$ cat config.mk
export PLATFORM = sky130hd
export DESIGN_NAME = accel_ctrl
export DESIGN_NICKNAME = d
export VERILOG_FILES = /design/src/logic/accel_ctrl.v
export VERILOG_INCLUDE_DIRS = /design/src /design/src/logic
export SDC_FILE = /design/constraint.sdc
export NUM_CORES = 1
export LEC_CHECK = 0
export BUFFER_PORTS_ARGS = -buffer_cell sky130_fd_sc_hd__buf_2
export CORE_ASPECT_RATIO = 0.9
export CORE_UTILIZATION = 45
export CTS_CLUSTER_DIAMETER = 60
export DETAILED_ROUTE_END_ITERATION = 8
export GPL_TIMING_DRIVEN = 0
export PLACE_DENSITY = 0.68
export SKIP_LAST_GASP = 1
export SLEW_MARGIN = 20
export SYNTH_ARGS = -nofsm -noshare
export SYNTH_HDL_FRONTEND = slang
export SYNTH_SLANG_ARGS = --single-unit
$ cat constraint.sdc
create_clock -name clk -period 10.35 [get_ports clk]
set_input_delay 0.5175 -clock clk [delete_from_list [all_inputs] [get_ports clk]]
set_output_delay 0.5175 -clock clk [all_outputs]
set_load 0.01 [all_outputs]
$ cat src/logic/accel_ctrl_regs.vh
`ifndef ACCEL_CTRL_REGS_VH
`define ACCEL_CTRL_REGS_VH

// Register indices; each register sits in one word, byte address is index * 4
`define IDX_IRQ_MASK 8'h2e
`define IDX_IRQ_ROUTE 8'h2f
`define IDX_IRQ_FLAGS 8'h30
`define IDX_OUT_FORMAT 8'h31
`define IDX_POWER_MODE 8'h2d
`define IDX_SAMPLE_X 8'h32
`define ADDR_IRQ_MASK 10'h0b8
`define ADDR_IRQ_ROUTE 10'h0bc
`define ADDR_IRQ_FLAGS 10'h0c0
`define ADDR_OUT_FORMAT 10'h0c4
`define ADDR_POWER_MODE 10'h0b4
`define ADDR_SAMPLE_X 10'h0c8
`define ADDR_STATUS 10'h0cc

// Event bit positions, shared by enable, routing and flag registers
`define EV_NEW_SAMPLE 7
`define EV_SINGLE_TAP 6
`define EV_DOUBLE_TAP 5
`define EV_ACTIVITY 4
`define EV_INACTIVITY 3
`define EV_FREE_FALL 2
`define EV_WATERMARK 1
`define EV_OVERRUN 0

// Power control fields
`define PWR_LINK 5
`define PWR_AUTO_SLEEP 4
`define PWR_MEASURE 3
`define PWR_SLEEP 2
`define PWR_WAKE_HI 1
`define PWR_WAKE_LO 0

// Format control fields
`define FMT_SELF_TEST 7
`define FMT_THREE_WIRE 6
`define FMT_IRQ_INVERT 5
`define FMT_FIXED_SCALE 3
`define FMT_JUSTIFY 2
`define FMT_RANGE_HI 1
`define FMT_RANGE_LO 0

`define RST_BYTE 8'h00

// Clock and sleep sampling rates
`define CLK_HZ 20000000
`define SLEEP_HZ_BASE 8

`endif

$ cat src/logic/accel_ctrl.v
`timescale 1ns/1ps
`include "accel_ctrl_regs.vh"
// Contract
// With link set and both detectors on, activity waits until inactivity seen.
// Host should cycle standby then measure after clearing link, autosleep or sleep.
// Link plus autosleep: inactivity detected puts device to sleep.
// In autosleep, detected activity wakes device to normal data rate.
// Autosleep bit has no effect while link is clear.
// Measure bit 0 standby, 1 measurement; reset gives standby.
// Sleep suppresses new-sample event, FIFO push, uses wakeup rate.
// In sleep only activity detection runs.
// During sleep output data still updates at wakeup rate.
// Wakeup field 00/01/10/11 gives 8/4/2/1 Hz sleep rate.
// Enable bit 1 lets event drive interrupt; 0 blocks it.
// New-sample, watermark, overrun enables gate only the interrupt output.
// Enable, routing, flags share one bit order D7 to D0.
// Routing 0 to pin a, 1 to pin b; each pin ORs its events.
// Flag bit 1 means event occurred, 0 means not.
// New-sample, watermark, overrun flags set always; cleared by axis data read.
// Other flags cleared by reading the flag register.
// Serial-wire bit 1 selects three-wire, 0 four-wire.
// Polarity bit 0 active high pins, 1 active low.
// Fixed-scale on keeps 4 mg/LSB widening with range; off gives 10 bits.
// Justify 1 left-justifies, 0 right-justifies with sign extension.
// Range 00/01/10/11 selects 2/4/8/16 g.
// Below 16 g output is clipped, never rolls over.
// Pin level is OR of enabled routed flags, with selected polarity.
module accel_ctrl #(
   parameter CLK_HZ = `CLK_HZ
) (
   input wire clk,
   input wire nrst,
   input wire ce,
   input wire [9:0] s_axi_awaddr,
   input wire s_axi_awvalid,
   output wire s_axi_awready,
   input wire [31:0] s_axi_wdata,
   input wire [3:0] s_axi_wstrb,
   input wire s_axi_wvalid,
   output wire s_axi_wready,
   output reg [1:0] s_axi_bresp,
   output reg s_axi_bvalid,
   input wire s_axi_bready,
   input wire [9:0] s_axi_araddr,
   input wire s_axi_arvalid,
   output wire s_axi_arready,
   output reg [31:0] s_axi_rdata,
   output reg [1:0] s_axi_rresp,
   output reg s_axi_rvalid,
   input wire s_axi_rready,
   input wire [7:0] event_pulse,
   input wire [15:0] raw_sample,
   input wire odr_tick,
   output reg [15:0] x_axis_output,
   output reg sample_strobe,
   output reg fifo_push,
   output reg [7:0] detect_enable,
   output reg activity_armed,
   output reg asleep,
   output reg measuring,
   output reg three_wire_mode,
   output reg self_test_on,
   output reg irq_pin_a,
   output reg irq_pin_b
);
   localparam ST_STANDBY = 3'b001;
   localparam ST_AWAKE = 3'b010;
   localparam ST_SLEEP = 3'b100;
   localparam integer SLEEP_DIV8 = CLK_HZ / `SLEEP_HZ_BASE;

   reg [7:0] interrupt_enable_mask;
   reg [7:0] interrupt_pin_routing;
   reg [7:0] interrupt_event_flags;
   reg [7:0] output_format_control;
   reg [7:0] power_mode_control;
   reg [2:0] state_reg;
   reg [31:0] sleep_cnt_reg;
   reg inact_seen_reg;
   reg aw_hold_reg, w_hold_reg;
   reg [9:0] aw_addr_reg;
   reg [31:0] w_data_reg;
   reg [3:0] w_strb_reg;

   // Sleep tick period from wakeup field
   function [31:0] sleep_period;
      input [1:0] wake;
      begin
         sleep_period = SLEEP_DIV8 << wake;
      end
   endfunction

   // Saturating format of a 13-bit raw sample
   function [15:0] format_sample;
      input [15:0] raw;
      input [7:0] fmt;
      reg signed [15:0] v;
      reg signed [15:0] lim;
      reg [3:0] shift;
      reg [3:0] bits;
      begin
         v = raw;
         shift = 4'd0;
         bits = 4'd10;
         if (!fmt[`FMT_FIXED_SCALE]) begin
            shift = {2'b00, fmt[`FMT_RANGE_HI:`FMT_RANGE_LO]};
         end else begin
            bits = 4'd10 + {2'b00, fmt[`FMT_RANGE_HI:`FMT_RANGE_LO]};
         end
         v = v >>> shift;
         lim = (16'sd1 <<< (bits - 4'd1)) - 16'sd1;
         if (fmt[`FMT_RANGE_HI:`FMT_RANGE_LO] != 2'b11) begin
            if (v > lim) v = lim;
            if (v < -lim - 16'sd1) v = -lim - 16'sd1;
         end
         if (fmt[`FMT_JUSTIFY]) begin
            format_sample = v <<< (5'd16 - {1'b0, bits});
         end else begin
            format_sample = v;
         end
      end
   endfunction

   wire link_on = power_mode_control[`PWR_LINK];
   wire auto_on = link_on & power_mode_control[`PWR_AUTO_SLEEP];
   wire act_en = interrupt_enable_mask[`EV_ACTIVITY];
   wire inact_en = interrupt_enable_mask[`EV_INACTIVITY];
   wire manual_sleep = power_mode_control[`PWR_SLEEP];
   wire in_sleep = state_reg == ST_SLEEP;
   wire sleep_tick = sleep_cnt_reg >= sleep_period(power_mode_control[1:0]) - 32'd1;
   wire take_sample = in_sleep ? sleep_tick : odr_tick;

   assign s_axi_awready = !aw_hold_reg && !s_axi_bvalid;
   assign s_axi_wready = !w_hold_reg && !s_axi_bvalid;
   assign s_axi_arready = !s_axi_rvalid;
   wire aw_ok = aw_hold_reg || (s_axi_awvalid && s_axi_awready);
   wire w_ok = w_hold_reg || (s_axi_wvalid && s_axi_wready);
   wire [9:0] wa = aw_hold_reg ? aw_addr_reg : s_axi_awaddr;
   wire [31:0] wd = w_hold_reg ? w_data_reg : s_axi_wdata;
   wire wb0 = w_hold_reg ? w_strb_reg[0] : s_axi_wstrb[0];
   wire do_write = ce && aw_ok && w_ok && !s_axi_bvalid;
   wire do_read = ce && s_axi_arvalid && s_axi_arready;
   wire rd_flags = do_read && s_axi_araddr[9:2] == `ADDR_IRQ_FLAGS >> 2;
   wire rd_data = do_read && s_axi_araddr[9:2] == `ADDR_SAMPLE_X >> 2;
   wire wr_ok_addr = wa[9:2] == `ADDR_IRQ_MASK >> 2 || wa[9:2] == `ADDR_IRQ_ROUTE >> 2
      || wa[9:2] == `ADDR_OUT_FORMAT >> 2 || wa[9:2] == `ADDR_POWER_MODE >> 2;

   // Event set wins over a read clear in the same cycle
   wire [7:0] live_ev = event_pulse
      & ~({8{in_sleep}} & ~(8'h01 << `EV_ACTIVITY))
      & ~({8{!activity_armed}} & (8'h01 << `EV_ACTIVITY));
   wire new_sample_ev = take_sample && state_reg == ST_AWAKE;
   wire [7:0] set_ev = live_ev | ({7'h00, new_sample_ev} << `EV_NEW_SAMPLE);
   localparam [7:0] DATA_CLR = 8'h83;
   wire [7:0] clr_ev = ({8{rd_data}} & DATA_CLR) | ({8{rd_flags}} & ~DATA_CLR);

   // Only enabled, routed flags reach a pin
   wire [7:0] pend = interrupt_event_flags & interrupt_enable_mask;
   wire raw_a = |(pend & ~interrupt_pin_routing);
   wire raw_b = |(pend & interrupt_pin_routing);

   always @(posedge clk) begin
      if (!nrst) begin
         interrupt_enable_mask <= `RST_BYTE;
         interrupt_pin_routing <= `RST_BYTE;
         interrupt_event_flags <= `RST_BYTE;
         output_format_control <= `RST_BYTE;
         power_mode_control <= `RST_BYTE;
         state_reg <= ST_STANDBY;
         sleep_cnt_reg <= 32'd0;
         inact_seen_reg <= 1'b0;
         aw_hold_reg <= 1'b0;
         w_hold_reg <= 1'b0;
         aw_addr_reg <= 10'h000;
         w_data_reg <= 32'h0000_0000;
         w_strb_reg <= 4'h0;
         s_axi_bvalid <= 1'b0;
         s_axi_bresp <= 2'b00;
         s_axi_rvalid <= 1'b0;
         s_axi_rresp <= 2'b00;
         s_axi_rdata <= 32'h0000_0000;
         x_axis_output <= 16'h0000;
         sample_strobe <= 1'b0;
         fifo_push <= 1'b0;
      end else if (ce) begin
         if (s_axi_awvalid && s_axi_awready && !do_write) begin
            aw_hold_reg <= 1'b1;
            aw_addr_reg <= s_axi_awaddr;
         end
         if (s_axi_wvalid && s_axi_wready && !do_write) begin
            w_hold_reg <= 1'b1;
            w_data_reg <= s_axi_wdata;
            w_strb_reg <= s_axi_wstrb;
         end
         if (do_write) begin
            aw_hold_reg <= 1'b0;
            w_hold_reg <= 1'b0;
            s_axi_bvalid <= 1'b1;
            s_axi_bresp <= wr_ok_addr ? 2'b00 : 2'b10;
            if (wb0) begin
               if (wa[9:2] == `ADDR_IRQ_MASK >> 2) interrupt_enable_mask <= wd[7:0];
               if (wa[9:2] == `ADDR_IRQ_ROUTE >> 2) interrupt_pin_routing <= wd[7:0];
               if (wa[9:2] == `ADDR_OUT_FORMAT >> 2) output_format_control <= wd[7:0] & 8'hef;
               if (wa[9:2] == `ADDR_POWER_MODE >> 2) power_mode_control <= wd[7:0] & 8'h3f;
            end
         end else if (s_axi_bvalid && s_axi_bready) begin
            s_axi_bvalid <= 1'b0;
         end
         if (do_read) begin
            s_axi_rvalid <= 1'b1;
            s_axi_rresp <= 2'b00;
            case (s_axi_araddr[9:2])
               `ADDR_IRQ_MASK >> 2: s_axi_rdata <= {24'h0, interrupt_enable_mask};
               `ADDR_IRQ_ROUTE >> 2: s_axi_rdata <= {24'h0, interrupt_pin_routing};
               `ADDR_IRQ_FLAGS >> 2: s_axi_rdata <= {24'h0, interrupt_event_flags};
               `ADDR_OUT_FORMAT >> 2: s_axi_rdata <= {24'h0, output_format_control};
               `ADDR_POWER_MODE >> 2: s_axi_rdata <= {24'h0, power_mode_control};
               `ADDR_SAMPLE_X >> 2: s_axi_rdata <= {16'h0, x_axis_output};
               `ADDR_STATUS >> 2: s_axi_rdata <= {29'h0, state_reg};
               default: begin
                  s_axi_rdata <= 32'h0000_0000;
                  s_axi_rresp <= 2'b10;
               end
            endcase
         end else if (s_axi_rvalid && s_axi_rready) begin
            s_axi_rvalid <= 1'b0;
         end
         interrupt_event_flags <= (interrupt_event_flags & ~clr_ev) | set_ev;

         sleep_cnt_reg <= (!in_sleep || sleep_tick) ? 32'd0 : sleep_cnt_reg + 32'd1;
         sample_strobe <= take_sample && state_reg != ST_STANDBY;
         fifo_push <= take_sample && state_reg == ST_AWAKE;
         if (take_sample && state_reg != ST_STANDBY) begin
            x_axis_output <= format_sample(raw_sample, output_format_control);
         end

         // Link chaining: after inactivity, activity arms; after activity, activity disarms until the next inactivity
         if (!link_on || !(act_en && inact_en)) begin
            inact_seen_reg <= 1'b0;
         end else if (live_ev[`EV_INACTIVITY]) begin
            inact_seen_reg <= 1'b1;
         end else if (live_ev[`EV_ACTIVITY]) begin
            inact_seen_reg <= 1'b0;
         end

         case (state_reg)
            ST_STANDBY: begin
               if (power_mode_control[`PWR_MEASURE]) state_reg <= manual_sleep ? ST_SLEEP : ST_AWAKE;
            end
            ST_AWAKE: begin
               if (!power_mode_control[`PWR_MEASURE]) state_reg <= ST_STANDBY;
               else if (manual_sleep) state_reg <= ST_SLEEP;
               else if (auto_on && inact_en && live_ev[`EV_INACTIVITY]) state_reg <= ST_SLEEP;
            end
            ST_SLEEP: begin
               if (!power_mode_control[`PWR_MEASURE]) state_reg <= ST_STANDBY;
               else if (!manual_sleep && !auto_on) state_reg <= ST_AWAKE;
               else if (!manual_sleep && act_en && live_ev[`EV_ACTIVITY]) state_reg <= ST_AWAKE;
            end
            default: state_reg <= ST_STANDBY;
         endcase
      end
   end

   always @(posedge clk) begin
      if (!nrst) begin
         irq_pin_a <= 1'b0;
         irq_pin_b <= 1'b0;
         detect_enable <= 8'h00;
         activity_armed <= 1'b1;
         asleep <= 1'b0;
         measuring <= 1'b0;
         three_wire_mode <= 1'b0;
         self_test_on <= 1'b0;
      end else if (ce) begin
         irq_pin_a <= raw_a ^ output_format_control[`FMT_IRQ_INVERT];
         irq_pin_b <= raw_b ^ output_format_control[`FMT_IRQ_INVERT];
         // Event functions run regardless of enables except during sleep
         detect_enable <= in_sleep ? (8'h01 << `EV_ACTIVITY) : 8'hff;
         activity_armed <= !(link_on && act_en && inact_en) || inact_seen_reg;
         asleep <= in_sleep;
         measuring <= state_reg != ST_STANDBY;
         three_wire_mode <= output_format_control[`FMT_THREE_WIRE];
         self_test_on <= output_format_control[`FMT_SELF_TEST];
      end
   end
endmodule

=== Word level (Yosys, flattened, before mapping) ===
Cells that the tools add are included.

* Latch bits: 0
* Memories kept: 0
* Output and inout bits: 74
* Register bits after elaboration: 165
* Bits in writable memories: 0
* Input port bits: 89
* Memory bits (read-only): 0
* Logic and storage cells: 195

* Multiplexer cells: 48
* Reductions and logical operators: 68
* Bitwise logic cells: 16
* $add $sub $neg: 8
* Divide/modulo/power cells: 0
* Equality and inequality tests: 19
* $mul: 0
* Shift operators: 4
* Magnitude comparators: 3

{| class="wikitable"
|+ Operators by type and width
! cell !! number
|-
| 2-to-1 mux 16 bit || 11
|-
| case mux 16 bit (7 select lines) || 1
|-
| equality test 8 x 6 -> 1 bit, second input constant || 11
|-
| AND 8 bit || 6
|-
| adder 32 x 1 -> 32 bit, second input constant || 1
|-
| >= comparator 32 bit || 1
|-
| 2-to-1 mux 32 bit || 1
|-
| << shifter 22 x 2 -> 32 bit, first input constant || 1
|-
| subtractor 16 x 2 -> 16 bit, second input constant || 2
|-
| subtractor 32 x 1 -> 32 bit, second input constant || 1
|-
| 2-to-1 mux 4 bit || 7
|-
| logical AND 1 bit || 25
|-
| 2-to-1 mux 3 bit || 8
|-
| inverter 8 bit || 3
|-
| AND reduction 2 bit || 10
|-
| AND reduction 4 bit || 5
|-
| > comparator 16 bit || 1
|-
| less-than comparator 16 bit || 1
|-
| 2-to-1 mux 8 bit || 2
|-
| negation 16 bit || 1
|-
| bitwise OR 8 bit || 2
|-
| OR reduction 8 bit || 2
|-
| <<< shifter 16 x 5 -> 16 bit || 1
|-
| <<< shifter 2 x 4 -> 16 bit, first input constant || 1
|-
| other kinds (24) || 61
|}

=== Depth between registers and ports, before layout ===
Gate-level depths: netlist of run 1.

* Depth after elaboration: 25
* Mapped depth: 33
* Depth with buffers taken out: 26

=== Worst setup path before layout of run 1 ===
Ideal clock, no wire load.

* Kind: reg-to-reg
* Start: reg output_format_control[3]
* End: reg x_axis_output[13]
* Cell stages (with the launch flop): 34
* Path slack: 2.914 ns
* Arrival time: 7.366 ns
* Required time: 10.280 ns
* Path buffers: 7
* Clock period less this slack: 7.436 ns
* Library setup time: 0.070 ns
* Cell sequence: dfxtp_1 -> buf_4 -> and2_1 -> inv_1 -> clkbuf_1 -> clkbuf_1 -> ha_1 -> clkbuf_1 -> inv_1 -> o211ai_1 -> xnor2_1 -> ha_1 -> nand4_1 -> a2111oi_2 -> nor4b_2 -> o21a_1 -> o211ai_1 -> clkbuf_1 -> clkbuf_1 -> nand2_1 -> nand2_1 -> ha_1 -> a21o_1 -> a211o_1 -> o221ai_1 -> or4b_4 -> a2111oi_4 -> o311a_1 -> buf_6 -> nor2_4 -> a221oi_1 -> mux4_2 -> a31oi_1 -> a21oi_1

* Word-level cells in the longest chain between the ends: 21
* Elaborated cells between the ends (all ways): 29
* Those cells by class: add/sub (5); order compare (2); shift (3); mux (19)

{| class="wikitable"
|+ Ends and longest elaborated chain
! what !! RTL line !! text
|-
| from (decl) || accel_ctrl.v:74 || <nowiki>reg [7:0] output_format_control;</nowiki>
|-
| from (signal assigned) || accel_ctrl.v:166 || <nowiki>output_format_control <= `RST_BYTE;</nowiki>
|-
| from (signal assigned) || accel_ctrl.v:202 || <nowiki>if (wa[9:2] == `ADDR_OUT_FORMAT >> 2) output_format_control <= wd[7:0] & 8'hef;</nowiki>
|-
| branches (longest 20 deep; another with subtractor 16 x 2 -> 16 bit) || -- ||
|-
| 2-to-1 mux 16 bit * || accel_ctrl.v:115 || <nowiki>if (fmt[`FMT_JUSTIFY]) begin</nowiki>
|-
| to (signal assigned) || accel_ctrl.v:233 || <nowiki>x_axis_output <= format_sample(raw_sample, output_format_control);</nowiki>
|-
| to (decl) || accel_ctrl.v:54 || <nowiki>output reg [15:0] x_axis_output,</nowiki>
|}

Mark *: on every way between the ends. The select of a mux whose other input is x is not followed.
A chain may end at the register's enable or synchronous reset.

=== Final worst setup path of run 1 ===
* Start: reg output_format_control[0]
* End: reg x_axis_output[12]

* Word-level cells in the longest chain between the ends: 22
* Elaborated cells between the ends (all ways): 31
* Those cells by class: add/sub (6); order compare (2); eq/ne (1); shift (3); mux (19)

{| class="wikitable"
|+ Ends and longest elaborated chain
! what !! RTL line
|-
| branches (longest 21 deep; another with subtractor 16 x 2 -> 16 bit) || --
|-
| 2-to-1 mux 16 bit * || accel_ctrl.v:115
|}

Marks and branches as above.

==> results of run 1 <==
worst max-delay path by stage:
stage / from / end / slack, ns / cells past startpoint
2_1_floorplan: output_format_control[3] / x_axis_output[13] / 2.91 / 33
3_3_place_gp: output_format_control[0] / x_axis_output[13] / 0.83 / 31
3_5_place_dp: output_format_control[0] / x_axis_output[13] / 0.87 / 31
4_1_cts: output_format_control[0] / x_axis_output[13] / 0.82 / 31
5_1_grt: output_format_control[0] / x_axis_output[13] / 0.04 / 31
6_report: output_format_control[0] / x_axis_output[12] / 0.50 / 31
cells by family (layout without fill, tap and decap cells):
family                     count (synthesis)  in the layout  share of synthesized area [%]
AOI/OAI and AO/OA                        329            329                           23.2
muxes                                     79             79                           9.09
buffers and inverters                    144            285                           6.53
and+or+nand+nor                          456            456                           21.1
other                                      2             34                         0.0753
adders and majority gates                 72             72                           9.03
xor gates and xnor gates                  36             36                           3.16
DFF                                      139            139                           27.9
worst max-delay path: cells and delay by family (launching register included):
family,cells,cell delay (ns)
flops,1,0.31
simple gates,5,1.42
buf+inv,8,2.82
mux,2,0.75
xor+xnor,1,0.20
compound gates,12,3.14
fa+ha+maj,3,1.05
through the flow:
step | instances | power (uW)
CTS | 1721 | 1330
detailed placement | 1690 | 770
finish | 1721 | 1330
floorplan | 1289 | 703
global placement | 1690 | 767
global route | 1721 | 1380
Yosys cell counts (all sizes together), types with 7 or more instances:
library cell | count | area (um^2)
mux2 | 10 | 116
o31ai | 7 | 52.6
a22oi | 30 | 225
nand2b | 10 | 62.6
nor3 | 26 | 130
o211ai | 17 | 128
a21oi | 66 | 330
inv | 46 | 173
clkbuf | 59 | 221
buf | 36 | 246
nor2 | 196 | 746
a31oi | 14 | 87.6
nand3 | 36 | 180
o211a | 7 | 70.1
xor2 | 20 | 175
xnor2 | 16 | 140
a211oi | 37 | 295
mux4 | 8 | 180
o21a | 8 | 60.1
dfxtp | 139 | 2780
nand4 | 18 | 113
a21o | 18 | 135
or3 | 8 | 50.1
mux2i | 61 | 611
o21ai | 49 | 245
o22ai | 17 | 106
and3 | 15 | 93.8
ha | 72 | 901
nand2 | 102 | 383
routing by layer:
| layer | global-route usage [%] | up-vias | share of wire [%] |
|---|---|---|---|
| li1 | - | 4853 | - |
| met1 | 38.5 | 4774 | 46 |
| met2 | 44.2 | 438 | 44 |
| met3 | 5.11 | 63 | 7.8 |
| met4 | 10.8 | 0 | 2.6 |
| met5 | 0 | - | 0 |
power by group through the flow:
stage	sequential, uW	clock, uW	combinational, uW
floorplan	568	0	135
global placement	570	0	197
detailed placement	570	0	200
CTS	558	570	201
global route	560	593	226
finish	559	567	207
final cells by class:
cell class / count / area share, %
Clock buffer: 17 / 3.68
Multi-Input combinational cell: 1006 / 57.7
Timing Repair Buffer: 110 / 4.77
Tap cell: 291 / 3.15
Clock inverter: 14 / 0.943
Buffer: 95 / 4.05
Sequential cell: 139 / 24.1
Inverter: 49 / 1.59
==> run summary, run 1 <==
PLACE
------------------------------------------------------------------------------------
Routability congestion estimate                                                0.969
Dpl ws                                                                      0.870 ns
Detailed placement HPWL                                                      24.7 mm
Post-Place Cell Area                                                      11000 um^2
Port buffer count                                                                110

FINAL LAYOUT
------------------------------------------------------------------------------------
Seq. cell area                                                             2780 um^2
Share of cells above drive strength 1                                          14.5%
Total number of nets in the final design                                        1579
# diodes                                                                           0
Area added between synthesis and finish                                        15.7%
Fill cell instance count of the final layout                                    2149
Design Area, Final                                                        11500 um^2
Share of the core filled with cells                                            53.2%
Combined area of the multi-input logic cells                               6660 um^2
Most common cell after layout, fill and taps aside                            nor2_1
Highest-count cells in the layout ignoring fill and taps                194 x nor2_1, 139 x dfxtp_1, 115 x buf_2, 102 x nand2_1, 72 x ha_1
Number of flip-flops in the largest register                                      32

GLOBAL ROUTING
------------------------------------------------------------------------------------
Number of global-route vias before repair                                       9249
GRT Overall Usage                                                              28.2%
Initial antenna violation count                                                    0
First-pass GRT wire length                                                   50.6 mm
Remaining global-route overflow                                                    0
Maximum number of pins on one net before global-route repair                      17

TIMING
------------------------------------------------------------------------------------
Unrepaired setup endpoints after global routing                                   no
Remaining max-slew budget at the tightest pin                                  29.0%
Worst-margin pin slew                                                        1.06 ns
Final critical-path share of the clock period                                  95.2%
Upper clock frequency limit                                                  102 MHz
Period minus WS final                                                        9.85 ns
Setup TNS after final layout                                                    0 ns
Final setup skew                                                           0.0194 ns
Max-slew violations                                                                0
Final Hold Vio Count                                                               0
Setup violators final                                                              0
Final hold slack                                                            0.331 ns
Setup slack after layout                                                    0.500 ns

MIN PATH
------------------------------------------------------------------------------------
Min-Delay Startpoint                                                    s_axi_wdata[1]
Worst Hold Endpoint                                                     w_data_reg[1]
Type of the most critical hold path                                     primary input to register
Hold path cells                                                                    3

CTS
------------------------------------------------------------------------------------
Number of sinks on the clock net                                                 139
Clk Tree Root Cell                                                         clkbuf_16
CTS clk-pin slew, worst paths                                                0.06 ns
Hold-fix buffers, CTS                                                              0
Number of buffers inserted during clock tree synthesis                            17
Buffers from clock root to sink, at most                                           2
Clock latency on the worst-skew pair                                         0.43 ns
TritonCTS clock tree                                                           built
CTS HTree Levels                                                                   4
Post_cts resized                                                                   0
Post-CTS setup buffers                                                             0

SETUP PATH
------------------------------------------------------------------------------------
Worst Setup Path Type                                                   register to register
Nature of the critical path startpoint                                      register
Register-to-register path setup slack                                        0.50 ns
Startpoint of the worst-slack reg-to-reg timing path                    output_format_control[0]
Library cell appearing most often on the critical path                      clkbuf_1
Critical R2R Capture                                                    x_axis_output[12]
Endpoint arrival time on the critical path                                  10.15 ns
Worst reg-to-reg path cell count                                                  31
Crit path capture type                                                      register
Critical path required time                                                 10.65 ns
Largest incremental delay on the critical path                               0.76 ns
Peak fanout along the critical path                                               12
Worst path slowest cell                                                    a2111oi_1

YOSYS
------------------------------------------------------------------------------------
Distinct cell type count of the synthesized netlist                               86
Share of flip-flops with an asynchronous set or reset after synthesis             0%
Sequential-to-total area share from yosys stat                                 27.9%
Number of instances in the synthesized netlist                                  1257
Number of enable flip-flop cells after synthesis                                   0
Number of storage elements in the synthesis netlist                              139
Most common flop cell mapped by yosys                                        dfxtp_1
Synthesized area                                                           9980 um^2
Post-synthesis area per instance                                           7.94 um^2
Warnings, synthesis                                                                0

DRT
------------------------------------------------------------------------------------
Via total after detailed routing                                               10128
Residual DRC                                                                       0
Detailed-router iteration count before antenna repair                              7
Wire length per cell after detailed routing                                  18.8 um
Number of vias per cell after detailed routing                                  5.88
Remaining antenna violation count after routing                                    0
Drt initial violations                                                           949
Total wire length after detailed routing                                     32.3 mm

FLOORPLANNING
------------------------------------------------------------------------------------
CORE AREA                                                                 21700 um^2
Die area                                                                  22800 um^2
Effective utilization at floorplan                                             46.0%
Row Count                                                                         51
Height of the chip                                                            143 um
IO Pins                                                                          163
Die extent in x                                                               159 um

POWER
------------------------------------------------------------------------------------
Worst vdd ir                                                                  106 uV
Switching fraction of total power                                              29.8%
Cell-internal power                                                           936 uW
Pleak                                                                     0.00508 uW
Switching power summed over all nets                                          397 uW
Clock network power share                                                      42.6%
Power per cell area                                                      115 nW/um^2
Relative contribution of combinational cells to total power                    15.5%
Proportion of power drawn by flip-flops and latches                            41.9%

JOB
------------------------------------------------------------------------------------
Count of maximum capacitance violations                                            0

OUTCOME
------------------------------------------------------------------------------------
Result of the run                                                          completed

Note: power is estimated with default switching activity, not from simulation.
==> run 2: changes to the inputs <==
--- a/config.mk
+++ b/config.mk
@@ -10,4 +10,5 @@
 export CORE_ASPECT_RATIO = 0.9
 export CORE_UTILIZATION = 45
+export CTS_BUF_LIST = sky130_fd_sc_hd__clkbuf_8
 export CTS_CLUSTER_DIAMETER = 60
 export DETAILED_ROUTE_END_ITERATION = 8
==> constraint.sdc (replaced) <==
create_clock -name clk -period 10.35 [get_ports clk]
set_input_delay 2.07 -clock clk [delete_from_list [all_inputs] [get_ports clk]]
set_output_delay 2.07 -clock clk [all_outputs]
set_load 0.01 [all_outputs]
==> run 2 against run 1 <==
  * Register-to-register slack lost 0.02 ns
  * Via count is essentially flat
  * Global-route usage shrank 0.21 points
  * Critical path depth is the same
  * Sequential power is essentially flat
==> run summary, run 2 (synthesis gave the netlist of run 1 again) <==
SETUP PATH
---------------------------------------------------------------------------
Largest incremental delay on the critical path                      0.76 ns   about the same
Worst Setup SP                                                 output_format_control[0]   unchanged
Nature of the critical path startpoint                             register   unchanged
Worst Setup Path Type                                          register to register   unchanged
Critical path required time                                        10.69 ns   was 10.65 ns
Top delay family on crit path                                  compound AO/OA/AOI/OAI gates   unchanged
Endpoint arrival time on the critical path                         10.20 ns   was 10.15 ns
Crit path capture type                                             register   unchanged
Startpoint of the worst-slack reg-to-reg timing path           output_format_control[0]   unchanged
Library cell appearing most often on the critical path             clkbuf_1   unchanged
Worst path bufs/invs                                                      8   unchanged
Peak fanout along the critical path                                      12   unchanged
Worst path slowest cell                                           a2111oi_1   unchanged

FINAL LAYOUT
---------------------------------------------------------------------------
Share of cells above drive strength 1                                 14.6%   was 14.5%
Total number of nets in the final design                               1579   unchanged
Most common cell after layout, fill and taps aside                   nor2_1   unchanged
Area added between synthesis and finish                               13.9%   was 15.7%
Fill cell instance count of the final layout                           2181   was 2149
Combined area of the multi-input logic cells                      6670 um^2   was 6660 um^2
Number of flip-flops in the largest register                             32   unchanged
Seq. cell area                                                    2780 um^2   unchanged
# diodes                                                                  0   unchanged
Highest-count cells in the layout ignoring fill and taps       194 x nor2_1, 139 x dfxtp_1, 115 x buf_2, 102 x nand2_1, 72 x ha_1   unchanged

DRT
---------------------------------------------------------------------------
Detailed-router iteration count before antenna repair                     6   was 7
Drt initial violations                                                  945   was 949
Number of vias per cell after detailed routing                         5.88   about the same
Wire length per cell after detailed routing                         18.6 um   was 18.8 um
Total wire length after detailed routing                            32.0 mm   was 32.3 mm
Remaining antenna violation count after routing                           0   unchanged
Residual DRC                                                              0   unchanged
Via total after detailed routing                                      10123   was 10128

CTS
---------------------------------------------------------------------------
CTS HTree Levels                                                          4   unchanged
Clk Tree Root Cell                                                 clkbuf_8   was clkbuf_16
Post_cts resized                                                          0   unchanged
Number of sinks on the clock net                                        139   unchanged
CTS clk-pin slew, worst paths                                       0.09 ns   was 0.06 ns
Clock latency on the worst-skew pair                                0.46 ns   was 0.43 ns
Buffers from clock root to sink, at most                                  2   unchanged
Post-CTS setup buffers                                                    0   unchanged
Number of buffers inserted during clock tree synthesis                   17   unchanged
Hold-fix buffers, CTS                                                     0   unchanged
TritonCTS clock tree                                                  built   unchanged

TIMING
---------------------------------------------------------------------------
Final Hold Vio Count                                                      0   unchanged
Period minus WS final                                               9.87 ns   was 9.85 ns
Final critical-path share of the clock period                         95.3%   was 95.2%
Upper clock frequency limit                                         101 MHz   was 102 MHz
Remaining max-slew budget at the tightest pin                         29.1%   was 29.0%
Setup violators final                                                     0   unchanged
Max-slew violations                                                       0   unchanged
Setup TNS after final layout                                           0 ns   unchanged
Worst-margin pin slew                                               1.06 ns   about the same
Unrepaired setup endpoints after global routing                          no   unchanged
Final setup skew                                                  0.0194 ns   about the same

FLOORPLANNING
---------------------------------------------------------------------------
Die area                                                         22800 um^2   unchanged
Row Count                                                                51   unchanged
CORE AREA                                                        21700 um^2   unchanged
Die extent in x                                                      159 um   unchanged
Height of the chip                                                   143 um   unchanged
Effective utilization at floorplan                                    46.0%   unchanged
IO Pins                                                                 163   unchanged

GLOBAL ROUTING
---------------------------------------------------------------------------
Initial antenna violation count                                           0   unchanged
Remaining global-route overflow                                           0   unchanged
GRT Overall Usage                                                     28.0%   was 28.2%
Maximum number of pins on one net before global-route repair             17   unchanged
First-pass GRT wire length                                          50.1 mm   was 50.6 mm
Number of global-route vias before repair                              9123   was 9249

POWER
---------------------------------------------------------------------------
Power per cell area                                             103 nW/um^2   was 115 nW/um^2
Pleak                                                            0.00499 uW   was 0.00508 uW
PnR Total Power                                                     1170 uW   was 1330 uW
Worst vdd ir                                                        58.6 uV   was 106 uV

JOB
---------------------------------------------------------------------------
Count of maximum capacitance violations                                   0   unchanged

PLACE
---------------------------------------------------------------------------
Detailed placement HPWL                                             24.7 mm   unchanged
Routability congestion estimate                                       0.969   unchanged
Port buffer count                                                       110   unchanged

MIN PATH
---------------------------------------------------------------------------
Min-Delay Startpoint                                           sleep_cnt_reg[1]   was s_axi_wdata[1]
Type of the most critical hold path                            register to register   was primary input to register

OUTCOME
---------------------------------------------------------------------------
Result of the run                                                 completed   unchanged

## run 2: cell counts in the layout (fill, tap and decap cells not counted)
Identical to the previous run, type by type.
## run 2: final timing paths
check,end,slack (ns),cells after the start
setup / recovery,x_axis_output[12],0.48,31
hold / removal,sleep_cnt_reg[1],0.50,2
setup reg to reg,x_axis_output[12],0.48,31
hold reg to reg,sleep_cnt_reg[1],0.50,2
## run 2: per-layer routing
metal  vias to the layer above  part of all wire [%]  GRT usage (%)
met2                       433                    44           43.8
met5                         -                     0              0
met3                        66                   7.5           5.49
met4                         0                   2.8           10.2
met1                      4775                    46           38.1
li1                       4849                     -              -
## run 2: tightest hold or removal path: cells and delay by family (launching register included)
kind / cells / cell delay (ns)
DFF: 1 / 0.33
AOI/OAI and AO/OA: 1 / 0.05
and+or+nand+nor: 1 / 0.07
## run 2: final cells by class
class                   instances  share of cell area, %
multi-input cells            1006                   58.7
flip-flops and latches        139                   24.5
repair buffers                110                   4.85
plain buffers                  95                   4.12
well taps                     291                   3.21
clock buffers                  17                   2.06
inverters                      49                   1.62
clock inverters                14                  0.958
## run 2: where the power goes
part           internal (uW)  switching [uW]  leakage [uW]
registers                546            12.1       0.00113
clock network            169             235      0.000179
logic                   80.0             127       0.00369
## run 2: stage by stage
step / setup slack [ns] / instances / util [%] / instance area (um^2) / hold WS (ns)
CTS: 0.807 / 1721 / 52.3 / 11400 / 0.496
finish: 0.483 / 1721 / 52.4 / 11400 / 0.498
global route: 0.0316 / 1721 / 52.4 / 11400 / 0.517
floorplan: 2.54 / 1289 / - / 10100 / 0.455
detailed placement: 0.870 / 1690 / 50.7 / 11000 / 0.475
global placement: 0.827 / 1690 / 50.7 / 11000 / 0.467
